<file path="src/rtl/ptc_pkg.sv">
// Shared constants for the two-channel count timer
package ptc_pkg;

	// Structure of the block
	localparam int          CH_COUNT   = 2;        // Channels, each with counter and comparator
	localparam int          CNT_W      = 16;       // Counter and compare width
	localparam int          PRESCALE_W = 14;       // Prescaler reaches the 1/16384 tap

	// Count source selector codes
	localparam logic [1:0]  SRC_INTERNAL_RC = 2'h0;  // Internal RC oscillator, reset choice
	localparam logic [1:0]  SRC_LOW_SPEED   = 2'h1;  // Low-speed oscillator
	localparam logic [1:0]  SRC_HIGH_SPEED  = 2'h2;  // High-speed oscillator
	localparam logic [1:0]  SRC_EXTERNAL    = 2'h3;  // External count clock pin

	// Prescale ratio limits
	localparam logic [3:0]  RATIO_MAX_FAST = 4'he;   // 1/16384, 0xf reserved
	localparam logic [3:0]  RATIO_MAX_LOW  = 4'h8;   // 1/256 on the low-speed source

	// Capture trigger edge codes
	localparam logic [1:0]  EDGE_NONE    = 2'h0;     // No trigger, reset choice
	localparam logic [1:0]  EDGE_RISING  = 2'h1;     // Rising edge
	localparam logic [1:0]  EDGE_FALLING = 2'h2;     // Falling edge
	localparam logic [1:0]  EDGE_BOTH    = 2'h3;     // Both edges

	// Reset and step values
	localparam logic [CNT_W-1:0]      COUNT_ZERO    = 16'h0000;  // Counter cleared value
	localparam logic [CNT_W-1:0]      COUNT_STEP    = 16'h0001;  // Counter increment
	localparam logic [PRESCALE_W-1:0] PRESCALE_ZERO = 14'h0000;  // Prescaler reset value
	localparam logic [PRESCALE_W-1:0] PRESCALE_STEP = 14'h0001;  // Prescaler increment

	// Channel that owns the shared counter
	localparam int          SHARED_OWNER = 0;

	// Comparator/capture block mode
	typedef enum logic {
		PTC_MODE_COMPARE,
		PTC_MODE_CAPTURE
	} ptc_mode_t;

endpackage

</file>
<file path="src/rtl/ptc_count_clock.sv">
`timescale 1ns/1ps
`default_nettype none

// Per-channel count clock controller: source select, prescaler, gate
module ptc_count_clock
	import ptc_pkg::*;
(
	input  wire logic       clk_sys,
	input  wire logic       rst_n,
	input  wire logic [1:0] countSourceSelect,
	input  wire logic [3:0] prescaleRatioSelect,
	input  wire logic       countClockGate,
	input  wire logic       internalRcTick,
	input  wire logic       highSpeedTick,
	input  wire logic       lowSpeedTick,
	input  wire logic       externalCountClockPin,
	output logic            countTick
);

	// Tap mask for a power-of-two ratio
	function automatic logic [PRESCALE_W-1:0] tapMask(input logic [3:0] ratio);
		logic [PRESCALE_W:0] one;
		one = {{PRESCALE_W{1'b0}}, 1'b1} << ratio;
		tapMask = one[PRESCALE_W-1:0] - PRESCALE_STEP;
	endfunction

	logic                  extSync1;        // First synchroniser stage
	logic                  extSync2;        // Second synchroniser stage
	logic                  extPrev;         // Delayed copy for edge detect
	logic [PRESCALE_W-1:0] prescale;        // Free-running prescaler
	logic                  sourceTick;      // Selected internal source tick
	logic                  ratioLegal;      // Ratio not reserved for this source
	logic                  extRise;         // Rising edge on external clock
	logic [PRESCALE_W-1:0] mask;            // Current tap mask
	logic [PRESCALE_W-1:0] next_prescale;
	logic                  next_countTick;

	// Source mux, tap and gate
	always_comb begin
		unique case (countSourceSelect)  // [RULE_10]
			SRC_INTERNAL_RC: sourceTick = internalRcTick;
			SRC_LOW_SPEED:   sourceTick = lowSpeedTick;
			SRC_HIGH_SPEED:  sourceTick = highSpeedTick;
			SRC_EXTERNAL:    sourceTick = 1'b0;
		endcase
		// Low-speed source tops out lower; reserved codes give no count
		if (countSourceSelect == SRC_LOW_SPEED) begin
			ratioLegal = (prescaleRatioSelect <= RATIO_MAX_LOW);  // [RULE_12]
		end else begin
			ratioLegal = (prescaleRatioSelect <= RATIO_MAX_FAST);  // [RULE_11]
		end
		mask = tapMask(prescaleRatioSelect);
		extRise = extSync2 & ~extPrev;  // [RULE_19]
		// Prescaler steps regardless of gate and ratio, so a ratio change needs no restart
		next_prescale = sourceTick ? prescale + PRESCALE_STEP : prescale;  // [RULE_20]
		if (!countClockGate) begin
			next_countTick = 1'b0;  // [RULE_13]
		end else if (countSourceSelect == SRC_EXTERNAL) begin
			next_countTick = extRise;  // [RULE_19]
		end else begin
			next_countTick = sourceTick & ratioLegal & ((prescale & mask) == mask);  // [RULE_20]
		end
	end

	// Registers
	always_ff @(posedge clk_sys) begin
		if (!rst_n) begin
			extSync1  <= 1'b0;
			extSync2  <= 1'b0;
			extPrev   <= 1'b0;
			prescale  <= PRESCALE_ZERO;
			countTick <= 1'b0;
		end else begin
			extSync1  <= externalCountClockPin;  // [RULE_19]
			extSync2  <= extSync1;
			extPrev   <= extSync2;
			prescale  <= next_prescale;
			countTick <= next_countTick;
		end
	end

endmodule

`default_nettype wire

</file>
<file path="src/rtl/ptc_timer.sv">
`timescale 1ns/1ps
`default_nettype none

// Notes on behaviour
// RULE_01: Two channels, sixteen-bit up counters each.
// RULE_02: Software runs, stops and clears each counter.
// RULE_03: Compare B match clears the counter.
// RULE_04: Counter equal to compare value raises match.
// RULE_05: Output pins driven from compare matches.
// RULE_06: Capture edge copies counter into capture register.
// RULE_07: Block is comparator or capture, never both.
// RULE_08: Enabled events raise an interrupt request.
// RULE_09: One counter may feed other channel's block.
// RULE_10: Source code selects pin, fast, slow, RC.
// RULE_11: Divide by two to the ratio field.
// RULE_12: Low-speed source allows at most 1/256.
// RULE_13: Gate bit zero blocks count clock.
// RULE_14: Each channel has its own clock controller.
// RULE_15: Count clock independent of processor clock.
// RULE_16: Trigger and output pins act after function select.
// RULE_17: Edge field: both, falling, rising, none.
// RULE_18: Shared counter mode uses channel 0 clock.
// RULE_19: External clock synchronised, counts rising edges.
// RULE_20: Free-running prescaler tap gives count enable.

// Datapath in brief
// Controller: source, prescaler, gate.
// Counter steps on its controller's enable.
// Compare block: matches and pin waveforms.
// Capture block: trigger edge copies count.
// Requests are pulses; no sticky flags,
// so software must catch each one.

// Timing
// Count enable one cycle after its tick.
// Counter and match flops move together.
// Clear wins over a count step.
// Capture takes the count before the step.
module ptc_timer
	import ptc_pkg::*;
(
	// Single clock, synchronous reset
	input  wire logic                           clk_sys,
	input  wire logic                           rst_n,

	// Oscillator ticks, one cycle each
	input  wire logic                           internalRcTick,
	input  wire logic                           highSpeedTick,
	input  wire logic                           lowSpeedTick,

	// Clock controller settings
	// Per channel, plus shared mode
	input  wire logic [CH_COUNT-1:0][1:0]       countSourceSelect,
	input  wire logic [CH_COUNT-1:0][3:0]       prescaleRatioSelect,
	input  wire logic [CH_COUNT-1:0]            countClockGate,
	input  wire logic                           sharedCounterMode,

	// Counter control
	input  wire logic [CH_COUNT-1:0]            countRun,
	input  wire logic [CH_COUNT-1:0]            counterClear,

	// Comparator/capture settings
	// Mode bit picks the block's role
	input  wire logic [CH_COUNT-1:0]            captureModeSelect,
	input  wire logic [CH_COUNT-1:0][CNT_W-1:0] compareValueA,
	input  wire logic [CH_COUNT-1:0][CNT_W-1:0] compareValueB,
	input  wire logic [CH_COUNT-1:0][1:0]       captureAEdgeSelect,
	input  wire logic [CH_COUNT-1:0][1:0]       captureBEdgeSelect,
	input  wire logic [CH_COUNT-1:0]            interruptEnableA,
	input  wire logic [CH_COUNT-1:0]            interruptEnableB,
	input  wire logic [CH_COUNT-1:0]            pinFunctionTimer,

	// Pins
	// Levels, sampled on clk_sys
	input  wire logic [CH_COUNT-1:0]            external_count_clock_pin,
	input  wire logic [CH_COUNT-1:0]            capture_a_trigger_pin,
	input  wire logic [CH_COUNT-1:0]            capture_b_trigger_pin,
	output logic      [CH_COUNT-1:0]            timer_output_a_pin,
	output logic      [CH_COUNT-1:0]            timer_output_b_pin,

	// Status toward software and interrupt controller
	// Matches and requests are pulses
	output logic      [CH_COUNT-1:0][CNT_W-1:0] counterValue,
	output logic      [CH_COUNT-1:0][CNT_W-1:0] captureValueA,
	output logic      [CH_COUNT-1:0][CNT_W-1:0] captureValueB,
	output logic      [CH_COUNT-1:0]            compareMatchA,
	output logic      [CH_COUNT-1:0]            compareMatchB,
	output logic      [CH_COUNT-1:0]            interruptRequest
);

	// Edge decode shared by both trigger inputs
	function automatic logic edgeHit(input logic [1:0] sel, input logic prev,
	                                 input logic cur);
		// Prev is last cycle's pin level
		unique case (sel)
			EDGE_NONE:    edgeHit = 1'b0;
			EDGE_RISING:  edgeHit = cur & ~prev;
			EDGE_FALLING: edgeHit = ~cur & prev;
			EDGE_BOTH:    edgeHit = cur ^ prev;
		endcase
	endfunction

	// Counter feeding a given comparator/capture block
	function automatic int counterFor(input int blk, input logic shared);
		// Shared mode: owner's counter for all
		counterFor = shared ? SHARED_OWNER : blk;
	endfunction

	// Per-channel state and decode
	logic [CH_COUNT-1:0]            countTick;      // Count enable per controller
	logic [CH_COUNT-1:0][CNT_W-1:0] counter;        // Counter state
	logic [CH_COUNT-1:0]            trigPrevA;      // Previous trigger A level
	logic [CH_COUNT-1:0]            trigPrevB;      // Previous trigger B level

	// Events of this cycle
	logic [CH_COUNT-1:0]            matchA;         // Compare A hit this cycle
	logic [CH_COUNT-1:0]            matchB;         // Compare B hit this cycle
	logic [CH_COUNT-1:0]            capA;           // Capture A event this cycle
	logic [CH_COUNT-1:0]            capB;           // Capture B event this cycle

	// Decode kept for later processes
	logic [CH_COUNT-1:0]            wipe;           // Counter clear request
	ptc_mode_t [CH_COUNT-1:0]       blockMode;      // Mode of each block

	// Next values, registered below
	logic [CH_COUNT-1:0][CNT_W-1:0] next_counter;
	logic [CH_COUNT-1:0][CNT_W-1:0] next_captureValueA;
	logic [CH_COUNT-1:0][CNT_W-1:0] next_captureValueB;
	logic [CH_COUNT-1:0]            next_toutA;
	logic [CH_COUNT-1:0]            next_toutB;
	logic [CH_COUNT-1:0]            next_interruptRequest;
	logic [CH_COUNT-1:0]            next_trigPrevA;
	logic [CH_COUNT-1:0]            next_trigPrevB;

	// One clock controller per channel, so settings never interact
	// Ticks come in; controllers pick, divide and gate
	for (genvar ch = 0; ch < CH_COUNT; ch++) begin : g_clk
		ptc_count_clock u_clk (  // [RULE_14]
			.clk_sys               (clk_sys),
			.rst_n                 (rst_n),
			.countSourceSelect     (countSourceSelect[ch]),
			.prescaleRatioSelect   (prescaleRatioSelect[ch]),
			.countClockGate        (countClockGate[ch]),
			.internalRcTick        (internalRcTick),
			.highSpeedTick         (highSpeedTick),
			.lowSpeedTick          (lowSpeedTick),
			.externalCountClockPin (external_count_clock_pin[ch]),
			.countTick             (countTick[ch])
		);
	end

	// Match and capture events per block
	// Pure decode, no state of its own
	always_comb begin
		int src;
		src       = 0;
		// Idle blocks stay silent
		matchA    = '0;
		matchB    = '0;
		capA      = '0;
		capB      = '0;
		blockMode = '{default: PTC_MODE_COMPARE};

		for (int b = 0; b < CH_COUNT; b++) begin
			// Shared mode hangs every block on the owner's counter and clock
			src = counterFor(b, sharedCounterMode);  // [RULE_09] [RULE_18]
			// A single mode bit makes the two functions exclusive
			blockMode[b] = captureModeSelect[b] ? PTC_MODE_CAPTURE : PTC_MODE_COMPARE;  // [RULE_07]
			if (blockMode[b] == PTC_MODE_COMPARE) begin
				// Match is taken on the next count step while the counter holds the value
				matchA[b] = countRun[src] & countTick[src]
				          & (counter[src] == compareValueA[b]);  // [RULE_04]
				matchB[b] = countRun[src] & countTick[src]
				          & (counter[src] == compareValueB[b]);  // [RULE_04]
			end else if (pinFunctionTimer[b]) begin
				// Triggers ignored while the pin is still a port pin
				// Nor while the counter is stopped
				capA[b] = countRun[src]
				        & edgeHit(captureAEdgeSelect[b], trigPrevA[b],
				                  capture_a_trigger_pin[b]);  // [RULE_06] [RULE_16] [RULE_17]
				// Trigger B runs the same decode
				capB[b] = countRun[src]
				        & edgeHit(captureBEdgeSelect[b], trigPrevB[b],
				                  capture_b_trigger_pin[b]);  // [RULE_06] [RULE_16] [RULE_17]
			end
		end
	end

	// Counter next state
	always_comb begin
		int src;
		src  = 0;
		// Software clear first, then B matches
		wipe = counterClear;  // [RULE_02]
		for (int b = 0; b < CH_COUNT; b++) begin
			src = counterFor(b, sharedCounterMode);
			// B match wipes the counter it watched
			if (matchB[b]) begin
				wipe[src] = 1'b1;  // [RULE_03]
			end
		end

		// One decision per counter
		for (int c = 0; c < CH_COUNT; c++) begin
			if (wipe[c]) begin
				// Clear wins over a count step in the same cycle
				next_counter[c] = COUNT_ZERO;  // [RULE_02] [RULE_03]
			end else if (countRun[c] && countTick[c]) begin
				// Count steps only on the enable, never on clk_sys itself
				next_counter[c] = counter[c] + COUNT_STEP;  // [RULE_01] [RULE_15]
			end else begin
				// Stopped counter keeps its value for a later resume
				next_counter[c] = counter[c];  // [RULE_02]
			end
		end
	end

	// Capture registers, outputs and interrupts
	always_comb begin
		int src;
		src = 0;
		next_captureValueA    = captureValueA;
		next_captureValueB    = captureValueB;
		next_toutA            = timer_output_a_pin;
		next_toutB            = timer_output_b_pin;
		next_interruptRequest = '0;
		// Pin levels kept for the next compare
		next_trigPrevA        = capture_a_trigger_pin;
		next_trigPrevB        = capture_b_trigger_pin;

		for (int b = 0; b < CH_COUNT; b++) begin
			src = counterFor(b, sharedCounterMode);
			// Value captured is the counter before this cycle's step
			if (capA[b]) begin
				next_captureValueA[b] = counter[src];  // [RULE_06]
			end
			if (capB[b]) begin
				next_captureValueB[b] = counter[src];  // [RULE_06]
			end

			// Output waveform
			if (!pinFunctionTimer[b] || blockMode[b] == PTC_MODE_CAPTURE) begin
				// Port pin or capture mode: no waveform, outputs parked low
				next_toutA[b] = 1'b0;  // [RULE_16]
				next_toutB[b] = 1'b0;  // [RULE_16]
			end else begin
				// A: high from period start to compare A, giving PWM
				if (matchB[b]) begin
					next_toutA[b] = 1'b1;  // [RULE_05]
				end else if (matchA[b]) begin
					next_toutA[b] = 1'b0;  // [RULE_05]
				end
				// B: toggles each period, a clock at half the period rate
				// Reset leaves it low; first B match raises it
				if (matchB[b]) begin
					next_toutB[b] = ~timer_output_b_pin[b];  // [RULE_05]
				end
			end
			// Request is a one-cycle pulse per cycle with any enabled event
			// Capture events share the A and B enables
			next_interruptRequest[b] = (interruptEnableA[b] & (matchA[b] | capA[b]))
			                         | (interruptEnableB[b] & (matchB[b] | capB[b]));  // [RULE_08]
		end
	end

	// State registers
	always_ff @(posedge clk_sys) begin
		// Reset clears every flop; inputs need none
		if (!rst_n) begin
			counter            <= '0;
			captureValueA      <= '0;
			captureValueB      <= '0;
			timer_output_a_pin <= '0;
			timer_output_b_pin <= '0;
			compareMatchA      <= '0;
			compareMatchB      <= '0;
			interruptRequest   <= '0;
			trigPrevA          <= '0;
			trigPrevB          <= '0;
		end else begin
			// Every flop loads its next value
			counter            <= next_counter;
			captureValueA      <= next_captureValueA;
			captureValueB      <= next_captureValueB;
			timer_output_a_pin <= next_toutA;
			timer_output_b_pin <= next_toutB;
			// Match flops sample the decode directly
			compareMatchA      <= matchA;  // [RULE_04]
			compareMatchB      <= matchB;  // [RULE_04]
			interruptRequest   <= next_interruptRequest;
			trigPrevA          <= next_trigPrevA;
			trigPrevB          <= next_trigPrevB;
		end
	end

	// Counter value visible to software straight from its flops
	// No second copy, so no skew against matches
	assign counterValue = counter;

endmodule

`default_nettype wire

</file>
<file path="config.mk">
export PLATFORM = sky130hd
export DESIGN_NAME = ptc_timer
export DESIGN_NICKNAME = d
export VERILOG_FILES = /design/src/rtl/ptc_pkg.sv /design/src/rtl/ptc_count_clock.sv /design/src/rtl/ptc_timer.sv
export SDC_FILE = /design/constraint.sdc
export NUM_CORES = 1
export LEC_CHECK = 0
export ABC_AREA = 1
export BUFFER_PORTS_ARGS = -buffer_cell sky130_fd_sc_hd__clkbuf_2
export CORE_AREA = 2 2 117 131
export DETAILED_ROUTE_END_ITERATION = 10
export DIE_AREA = 0 0 119 133
export PLACE_DENSITY = 0.81
export SLEW_MARGIN = 15
export SYNTH_ARGS = -nofsm -noshare
export SYNTH_HDL_FRONTEND = slang
export SYNTH_SLANG_ARGS = --single-unit
</file>
<file path="constraint.sdc">
create_clock -name clk_sys -period 3.57 [get_ports clk_sys]
set_input_delay 0.5355 -clock clk_sys [delete_from_list [all_inputs] [get_ports clk_sys]]
set_output_delay 0.5355 -clock clk_sys [all_outputs]
set_load 0.05 [all_outputs]
</file>
# Yosys cells after proc, flatten, opt, wreduce, memory -nomap -nowiden
# Index checks and enable logic that the tools add are counted.
[word_totals]
register_bits = 146
latchBits = 0
mem_bits_rw = 0
romBits = 0
in_bits = 110
word_cells = 188
n_memories = 0
[op_classes]
n_addsub = 6
n_mul = 0
n_div = 0
n_lt_le_gt_ge = 6
eq_ne = 24
n_shift = 2
mux = 50
bitwise_logic = 54
n_reduce_logical = 21
[op_table]
columns = ["cell", "n"]
rows = [
  ["$eq 16x16->1", 4],
  ["$mux 16", 3],
  ["$mux 1", 39],
  ["$add 16x1->16 const B", 2],
  ["$ge 32x1->1 const B", 1],
  ["$add 14x1->14 const B", 2],
  ["$and 1x1->1", 28],
  ["$and 14x14->14", 2],
  ["$eq 14x14->1", 2],
  ["$shl 1x4->14 const A", 2],
  ["$sub 14x1->14 const B", 2],
  ["$eq 2x2->1 const B", 12],
  ["$pmux 1 s4", 6],
  ["$le 4x4->1 const B", 4],
  ["$not 1->1", 13],
  ["$eq 2x1->1 const B", 6],
  ["$logic_not 2->1", 6],
  ["$reduce_or 2->1", 4],
  ["$or 1x1->1", 6],
  ["$reduce_and 2->1", 2],
  ["$reduce_bool 2->1", 2],
  ["$xor 1x1->1", 4],
  ["$logic_and 1x1->1", 3],
  ["$logic_not 1->1", 2],
  ["5 further kinds", 6],
]

# Logic depth before layout (Yosys ltp)
# Gate-level depths: netlist (run 1).
[depth]
word_depth = 11
ltp_mapped = 14
depth_no_buf = 12

# By module
# From an unflattened synthesis (run 1), not the netlist that was laid out.
[unflattened]
hier_cells = 1340
area_unflattened_um2 = 8712.1
[modules_own_cells]
columns = ["module", "instances", "cells_per_inst", "area_per_inst_um2"]
rows = [
  ["ptc_timer", 1, 904, 6034.5],
  ["ptc_count_clock", 2, 218, 1338.8],
]

# Worst setup path before layout (run 1)
# No wires, ideal clock.
[synth_timing]
kind = "flip-flop to flip-flop"
start = "reg counter (netlist bit counterValue[16])"
end = "reg counter (netlist bit counterValue[28])"
arrival_time_ns = 2.071
required_ns = 3.508
path_slack_ns = 1.436
stages_incl_launch_ff = 9
cell_sequence = "dfxtp_1 > ha_1 > nand3_1 > nor2_1 > nand3_1 > nor4_1 > nand2_1 > xor2_1 > nor2_2"
[synth_between]
elab_chain_len = 8
elab_cells_between_ends = 9
classes_between = "add/sub: 1; eq/ne: 1; mux: 5; bitwise: 1; reduce/logical: 1"
[synth_rtl]
columns = ["item", "line_no", "text"]
rows = [
  ["from (decl)", "ptc_timer.sv:111", "logic [CH_COUNT-1:0][CNT_W-1:0] counter;"],
  ["from (signal assigned)", "ptc_timer.sv:282", "counter <= next_counter;"],
  ["$mux 16 (not written as such) (3 in a row)", "ptc_timer.sv:174", "& (counter[src] == compareValueB[b]);"],
  ["$eq 16x16->1", "ptc_timer.sv:174", ""],
  ["$and 1x1->1", "ptc_timer.sv:174", ""],
  ["$mux 1", "ptc_timer.sv:169", "if (blockMode[b] == PTC_MODE_COMPARE) begin"],
  ["$mux 2", "ptc_timer.sv:198", "if (matchB[b]) begin"],
  ["$reduce_or 2->1 (no line)", "-", ""],
]
# Several ways; a longest one is shown, not always the timed one. The select of a mux whose other input is x is not followed.
# A chain may end at the register's enable or synchronous reset.

# Worst setup path in the final report (run 1)
[layout_timing]
start = "in sharedCounterMode"
end = "reg captureValueA[30] (netlist bit)"
[layout_between]
elab_chain_len = 7
elab_cells_between_ends = 10
classes_between = "mux: 9; bitwise: 1"
[layout_rtl]
columns = ["item", "line_no", "text"]
rows = [
  ["from (decl)", "ptc_timer.sv:56", "input wire logic sharedCounterMode,"],
  ["$mux 1 (*)", "ptc_timer.sv:106", "counterFor = shared ? SHARED_OWNER : blk;"],
  ["$mux 1 (not written as such) (3 in a row)", "ptc_timer.sv:178", "capA[b] = countRun[src]"],
  ["$and 1x1->1", "ptc_timer.sv:179", "& edgeHit(captureAEdgeSelect[b], trigPrevA[b],"],
  ["$mux 1", "ptc_timer.sv:175", "end else if (pinFunctionTimer[b]) begin"],
  ["$mux 1", "ptc_timer.sv:169", ""],
  ["to (signal assigned)", "ptc_timer.sv:283", "captureValueA <= next_captureValueA;"],
  ["to (decl)", "ptc_timer.sv:84", "output logic [CH_COUNT-1:0][CNT_W-1:0] captureValueA,"],
]
# Mark *: on every way between the ends. The rest lies on a longest branch, timed or not. The select of a mux whose other input is x is not followed.

==> results of run 1 <==
==> cells by family after synthesis <==
logic type | Yosys count | share of synthesized area (%)
AO/OA/AOI/OAI | 206 | 13.4
XOR/XNOR | 47 | 5.15
adder cells (fa/ha/maj) | 14 | 2.15
buffers and inverters | 203 | 10.1
flip-flops | 146 | 35.9
AND/OR/NAND/NOR | 620 | 33.3
==> routing by layer <==
metal	global-route usage, %	vias to the layer above	wire length, um
met2	53.1	382	12100
met4	16.1	0	1000
met1	39.4	3951	10400
met3	6.08	75	1880
met5	0	-	0
li1	-	4391	-
==> stage by stage <==
stage / util (%) / cells
after floorplan: - / 1236
after global placement: 63.3 / 1609
after detailed placement: 63.3 / 1609
after CTS: 67.4 / 1641
after global routing: 67.4 / 1641
final: 67.4 / 1641
==> critical path, delay by kind of cell <==
kind                   cells  cell delay, ns
buffers and inverters      3            0.95
and+or+nand+nor            5            0.83
AOI/OAI and AO/OA          2            0.33
==> layout by cell type (no fill, tap or decap), types with 14 or more instances in the layout <==
master	netlist	final
ha_1	14	14
o21ai_0	79	79
nor2_1	121	121
a21oi_1	98	98
nand3_1	93	93
nand2_1	305	305
nand4_1	20	20
xor2_1	34	34
dfxtp_1	146	146
clkbuf_16	0	17
clkbuf_2	1	215
nor3_1	29	29
inv_1	159	159
==> state kept, by name, summed over array words and instances (netlist names) <==
signal,count
g_clk.u_clk.extSync1,2
captureValueB,32
timer_output_a_pin,2
captureValueA,32
g_clk.u_clk.extPrev,2
g_clk.u_clk.extSync2,2
compareMatchB,2
counterValue,32
compareMatchA,2
interruptRequest,2
g_clk.u_clk.countTick,2
trigPrevA,2
trigPrevB,2
g_clk.u_clk.prescale,28
timer_output_b_pin,2
==> layout make-up <==
class / count / area, sq um / area share (%)
Clock buffer: 19 / 443 / 4.49
Timing Repair Buffer: 217 / 1090 / 11.1
Tap cell: 196 / 245 / 2.49
Multi-Input combinational cell: 887 / 4400 / 44.5
Sequential cell: 146 / 2920 / 29.6
Inverter: 163 / 617 / 6.25
Clock inverter: 13 / 153 / 1.55
==> path summary, 6_finish.rpt <==
kind | start | end | slack [ns] | cells after the start
worst max-delay path | sharedCounterMode | captureValueA[30] | 1.26 | 10
worst min-delay path | external_count_clock_pin[0] | g_clk[0].u_clk.extSync1 | 0.29 | 3
worst max register to register | counterValue[5] | counterValue[9] | 1.33 | 9
worst min register to register | g_clk[0].u_clk.extSync2 | g_clk[0].u_clk.extPrev | 0.44 | 2
==> power groups by stage <==
| stage | combinational (mW) | sequential (mW) | clock (mW) |
|---|---|---|---|
| 6_report | 0.424 | 1.67 | 1.82 |
| 3_5_place_dp | 0.418 | 1.71 | 0 |
| 4_1_cts | 0.420 | 1.67 | 1.83 |
| 5_1_grt | 0.470 | 1.68 | 1.89 |
| 2_1_floorplan | 0.218 | 1.76 | 0 |
| 3_3_place_gp | 0.413 | 1.71 | 0 |
==> results.yml, run 1 <==
outcome:
  status: "completed"
die:
  initial_core_util_pct: 55.6
  dieArea_sq_mm: 0.0158
  coreArea_sq_mm: 0.0146
  io_pins: 216
  die_x_um: 119
  die_h_um: 133
  rows: 47
power_and_ir_drop:
  peakVddDrop_uv: 339
  p_per_area_mw_per_mm2: 397
  swShare_pct: 27.1
  power.internal_mw: 2.86
  power_frac_seq_pct: 42.7
  p_leak_nw: 4.69
  power.share.combinational_pct: 10.8
  total_power_mw: 3.92
  p_sw_mw: 1.06
  clock_power_share_pct: 46.4
setup_path:
  setup.worst_path.class: "in2reg"
  cp_common_cell: "nand2_1"
  max_stage_delay_ns: 0.37
  path_cells: "clkbuf_2 > inv_6 > nand2_1 > nand2_1 > nand2_1 > nor2_4 > nand2_1 > inv_2 > o21ai_0 > a31oi_1"
  start_kind: "primary input"
  crit_path_end_kind: "flip-flop"
  cp_slowest_cell: "inv_2"
  worstPathRequired_ns: 3.93
  crit_path_max_fanout: 29
  critPathArrivalTime_ns: 2.66
cells_and_area:
  fillCellCount: 1344
  final_nets: 1556
  design_area_sq_mm: 0.00987
  drive_gt1_share_pct: 19.7
  area_growth_pct: 21.2
  n_antenna_cell: 0
logic_synthesis:
  netlist_instances: 1236
  synth-seq-cells: 146
  yosysWarningCount: 0
  syn-num-nets: 1360
  synth_area_per_cell_sq_um: 6.59
  yosysTopAreaCellShare_pct: 35.9
  yosys_most_used_dff: "dfxtp_1"
  synth_edf_count: 0
  synth_area_leaders: "dfxtp_1 (36%), nand2_1 (14%), inv_1 (7.3%)"
  synth-async-reset-ratio_pct: 0
  synth_top_cell_by_area: "dfxtp_1"
  syn_area_sq_mm: 0.00814
  yosysSeqAreaShare_pct: 35.9
  ys_types: 44
  synth_common_cells: "nand2_1 (305), inv_1 (159), dfxtp_1 (146), nor2_1 (121), a21oi_1 (98)"
  yosysMostFrequentCell: "nand2_1"
sta:
  hold-worst-slack_ns: 0.291
  maxSlewViolCount: 0
  tns_ns: 0
  min_period_ns: 2.31
  hold_viol: 0
  worst_slew_pin_slew_ns: 0.936
  rsz0062_at_grt: "no"
  period_share_pct: 64.6
  setup_viol: 0
  maxSlewHeadroom_pct: 37.5
  finalClockSkew_ns: 0.00705
  max_freq_mhz: 433
  layout_setup_ws_ns: 1.26
clock_network:
  cts_tree: "yes"
  clkTransAtPathRegs_ns: 0.07
  cts-root-buf: "clkbuf_16"
  cts-htree-levels: 4
  clk_latency_ns: 0.43
  clk_path_buf_depth: 2
  cts_hold_buf: 0
  postCtsSetupRepairBufs: 0
  cts_buffers: 17
  cts.repair.resized: 0
  clock_sinks: 146
placed_design:
  gp_congestion: 0.980
  hpwl_mm: 19.3
  placed_cell_area_sq_mm: 0.00927
  port_buffers: 215
  place_ws_ns: 0.879
global_route:
  antenna_found_initial: 0
  grt.total_usage_pct: 31.9
  gr-total-overflow: 0
  grt_max_degree: 74
  grt_pass1_wl_mm: 40.0
  grt_pass1_vias: 8262
run:
  drv_cap: 0
routing:
  drtIter0Drc: 750
  vias: 8799
  drc: 0
  dr.pass1.iters: 5
  antenna_left: 0
  wl_per_cell_um: 15.5
  wirelength_mm: 25.4
  vias_per_cell: 5.36
worst_hold_path:
  hp-class: "in2reg"
Note: power is estimated with default switching activity, not from simulation.
==> run 2, diff against run 1 <==
- ABC_AREA: 1 -> 0
- CORE_AREA: 2 2 117 131 -> 2 2 123 137
- DIE_AREA: 0 0 119 133 -> 0 0 125 139
- PLACE_DENSITY: 0.81 -> 0.73
- clock period: 3.57 -> 2.1 ns (I/O delays scaled with it)
==> results.yml, run 2 <==
routing:
  vias_per_cell: 5.23
  dr.pass1.iters: 5
  drtIter0Drc: 357
  vias: 6913
  wl_per_cell_um: 16.5
  antenna_left: 0
  wirelength_mm: 21.9
  drc: 0
setup_path:
  start_kind: "flip-flop"
  max_stage_delay_ns: 0.41
  crit_path_max_fanout: 16
  crit_path_end_kind: "flip-flop"
  critPathArrivalTime_ns: 2.25
  setup.worst_path.class: "reg2reg"
  worstPathRequired_ns: 2.41
  path_cells: "nand3b_1 > a21o_1 > nor4_2 > nand4_2 > o311ai_4 > buf_12 > nor2_1"
  cp_slowest_cell: "dfxtp_2"
global_route:
  grt_pass1_wl_mm: 35.0
  grt_max_degree: 102
  antenna_found_initial: 0
  grt.total_usage_pct: 25.1
  gr-total-overflow: 0
  grt_pass1_vias: 6767
cells_and_area:
  drive_gt1_share_pct: 34.8
  n_antenna_cell: 0
  most-common-layout-cells: "clkbuf_2 (215), nor2_1 (134), dfxtp_1 (113)"
  design_area_sq_mm: 0.00991
  area_growth_pct: 33.2
  mostFrequentLayoutCell: "clkbuf_2"
  final_nets: 1230
  fin_util_pct: 61.7
run:
  drv_cap: 0
outcome:
  status: "completed"
sta:
  finalClockSkew_ns: 0.00928
  tns_ns: 0
  worst_slew_pin_slew_ns: 0.473
  min_period_ns: 1.93
  rsz0062_at_grt: "no"
  period_share_pct: 92.0
  layout_setup_ws_ns: 0.168
  hold_viol: 0
  maxSlewViolCount: 0
  maxSlewHeadroom_pct: 68.4
  max_freq_mhz: 517
  setup_viol: 0
logic_synthesis:
  syn_area_sq_mm: 0.00744
  synth_top_cell_by_area: "dfxtp_1"
  ys_types: 56
  yosys_most_used_dff: "dfxtp_1"
  synth-async-reset-ratio_pct: 0
  synth-seq-cells: 146
  synth_compound_area_share_pct: 10.2
  synthXorXnorAreaFrac_pct: 13.9
  synth_top_family_by_area: "simple AND/OR/NAND/NOR gates"
  synth_common_cells: "dfxtp_1 (146), nor2_1 (136), xnor2_1 (70), clkbuf_1 (49), xor2_1 (48)"
  synth_area_per_cell_sq_um: 8.71
  yosysSeqAreaShare_pct: 39.3
  netlist_instances: 855
  yosysTopAreaCellShare_pct: 39.3
  yosysWarningCount: 0
  muxShareOfSynthArea_pct: 8.49
  synth_edf_count: 0
  synthAdderAreaFrac_pct: 2.35
  yosysMostFrequentCell: "dfxtp_1"
  syn-num-nets: 979
  synthSimpleGateAreaFrac_pct: 21.4
  synth_area_leaders: "dfxtp_1 (39%), xnor2_1 (8.2%), nor2_1 (6.9%)"
clock_network:
  cts_tree: "yes"
  cts-htree-levels: 4
  cts-root-buf: "clkbuf_16"
  cts_buffers: 17
  postCtsSetupRepairBufs: 0
  clock_sinks: 146
  clkTransAtPathRegs_ns: 0.06
  clk_latency_ns: 0.43
  clk_path_buf_depth: 2
placed_design:
  port_buffers: 215
  gp_congestion: 0.904
  placed_cell_area_sq_mm: 0.00929
  hpwl_mm: 16.7
  place_ws_ns: -0.156
die:
  initial_core_util_pct: 46.3
  io_pins: 216
  dieArea_sq_mm: 0.0174
  rows: 49
  coreArea_sq_mm: 0.0161
  die_x_um: 125
  die_h_um: 139
power_and_ir_drop:
  p_leak_nw: 4.01
  clock_power_share_pct: 47.8
  p_sw_mw: 1.68
  power_frac_seq_pct: 42.6
  peakVddDrop_uv: 489
  power.share.combinational_pct: 9.6
  p_per_area_mw_per_mm2: 666
  power.internal_mw: 4.93
  swShare_pct: 25.4
  total_power_mw: 6.61
worst_hold_path:
  hp-class: "in2reg"
run 2: layout make-up:
class,instances,area [sq um]
multi-input cells,628,4240
repair buffers,286,1710
fillers,1432,6150
inverters,27,101
clock inverters,14,165
flip-flops and latches,146,2990
clock buffers,18,450
well taps,204,255
run 2: cell families after synthesis:
group	after synthesis
mux	57
xor+xnor	118
fa+ha+maj	14
compound gates	113
buf+inv	81
simple gates	326
flops	146
run 2: through the flow:
stage                     hold slack (ns)  std cells
after floorplan                     0.412        855
after global placement              0.419       1291
after detailed placement            0.423       1291
after CTS                          0.0837       1323
after global routing               0.0991       1323
final                              0.0992       1323
run 2: final timing paths:
| kind | start | end | slack [ns] | depth (start not counted) |
|---|---|---|---|---|
| worst max-delay path | g_clk[1].u_clk.countTick | counterValue[16] | 0.17 | 7 |
| worst min-delay path | external_count_clock_pin[1] | g_clk[1].u_clk.extSync1 | 0.1 | 2 |
| worst max register to register | g_clk[1].u_clk.countTick | counterValue[16] | 0.17 | 7 |
| worst min register to register | g_clk[1].u_clk.extSync1 | g_clk[1].u_clk.extSync2 | 0.43 | 1 |
run 2: power by group through the flow:
stage                     Clock (mW)  Sequential [mW]  Combinational, mW
after detailed placement           0             2.88              0.631
after global routing            3.31             2.82              0.692
after CTS                       3.20             2.81              0.635
final                           3.16             2.81              0.634
after global placement             0             2.87              0.621
after floorplan                    0             2.93              0.317
run 2: timing repair:
item | 4_1_cts | 5_1_grt
gates resized for setup | 0 | 3
hold endpoints to repair | 0 | 0
hold buffers | 0 | 0
endpoints found under the setup margin | 0 | 18
run 2: metal layers:
metal	up-vias	global-route usage, %	wire, um
met5	-	0	0
met4	0	11.0	779
met3	51	5.86	1320
met2	229	41.6	10600
met1	3212	31.2	9220
li1	3421	-	-
run 2: critical path: cells and delay by family (launching register included):
kind	cells	cell delay, ns
buffers and inverters	1	0.20
AO/OA/AOI/OAI	2	0.56
AND/OR/NAND/NOR	4	0.65
flip-flops	1	0.41
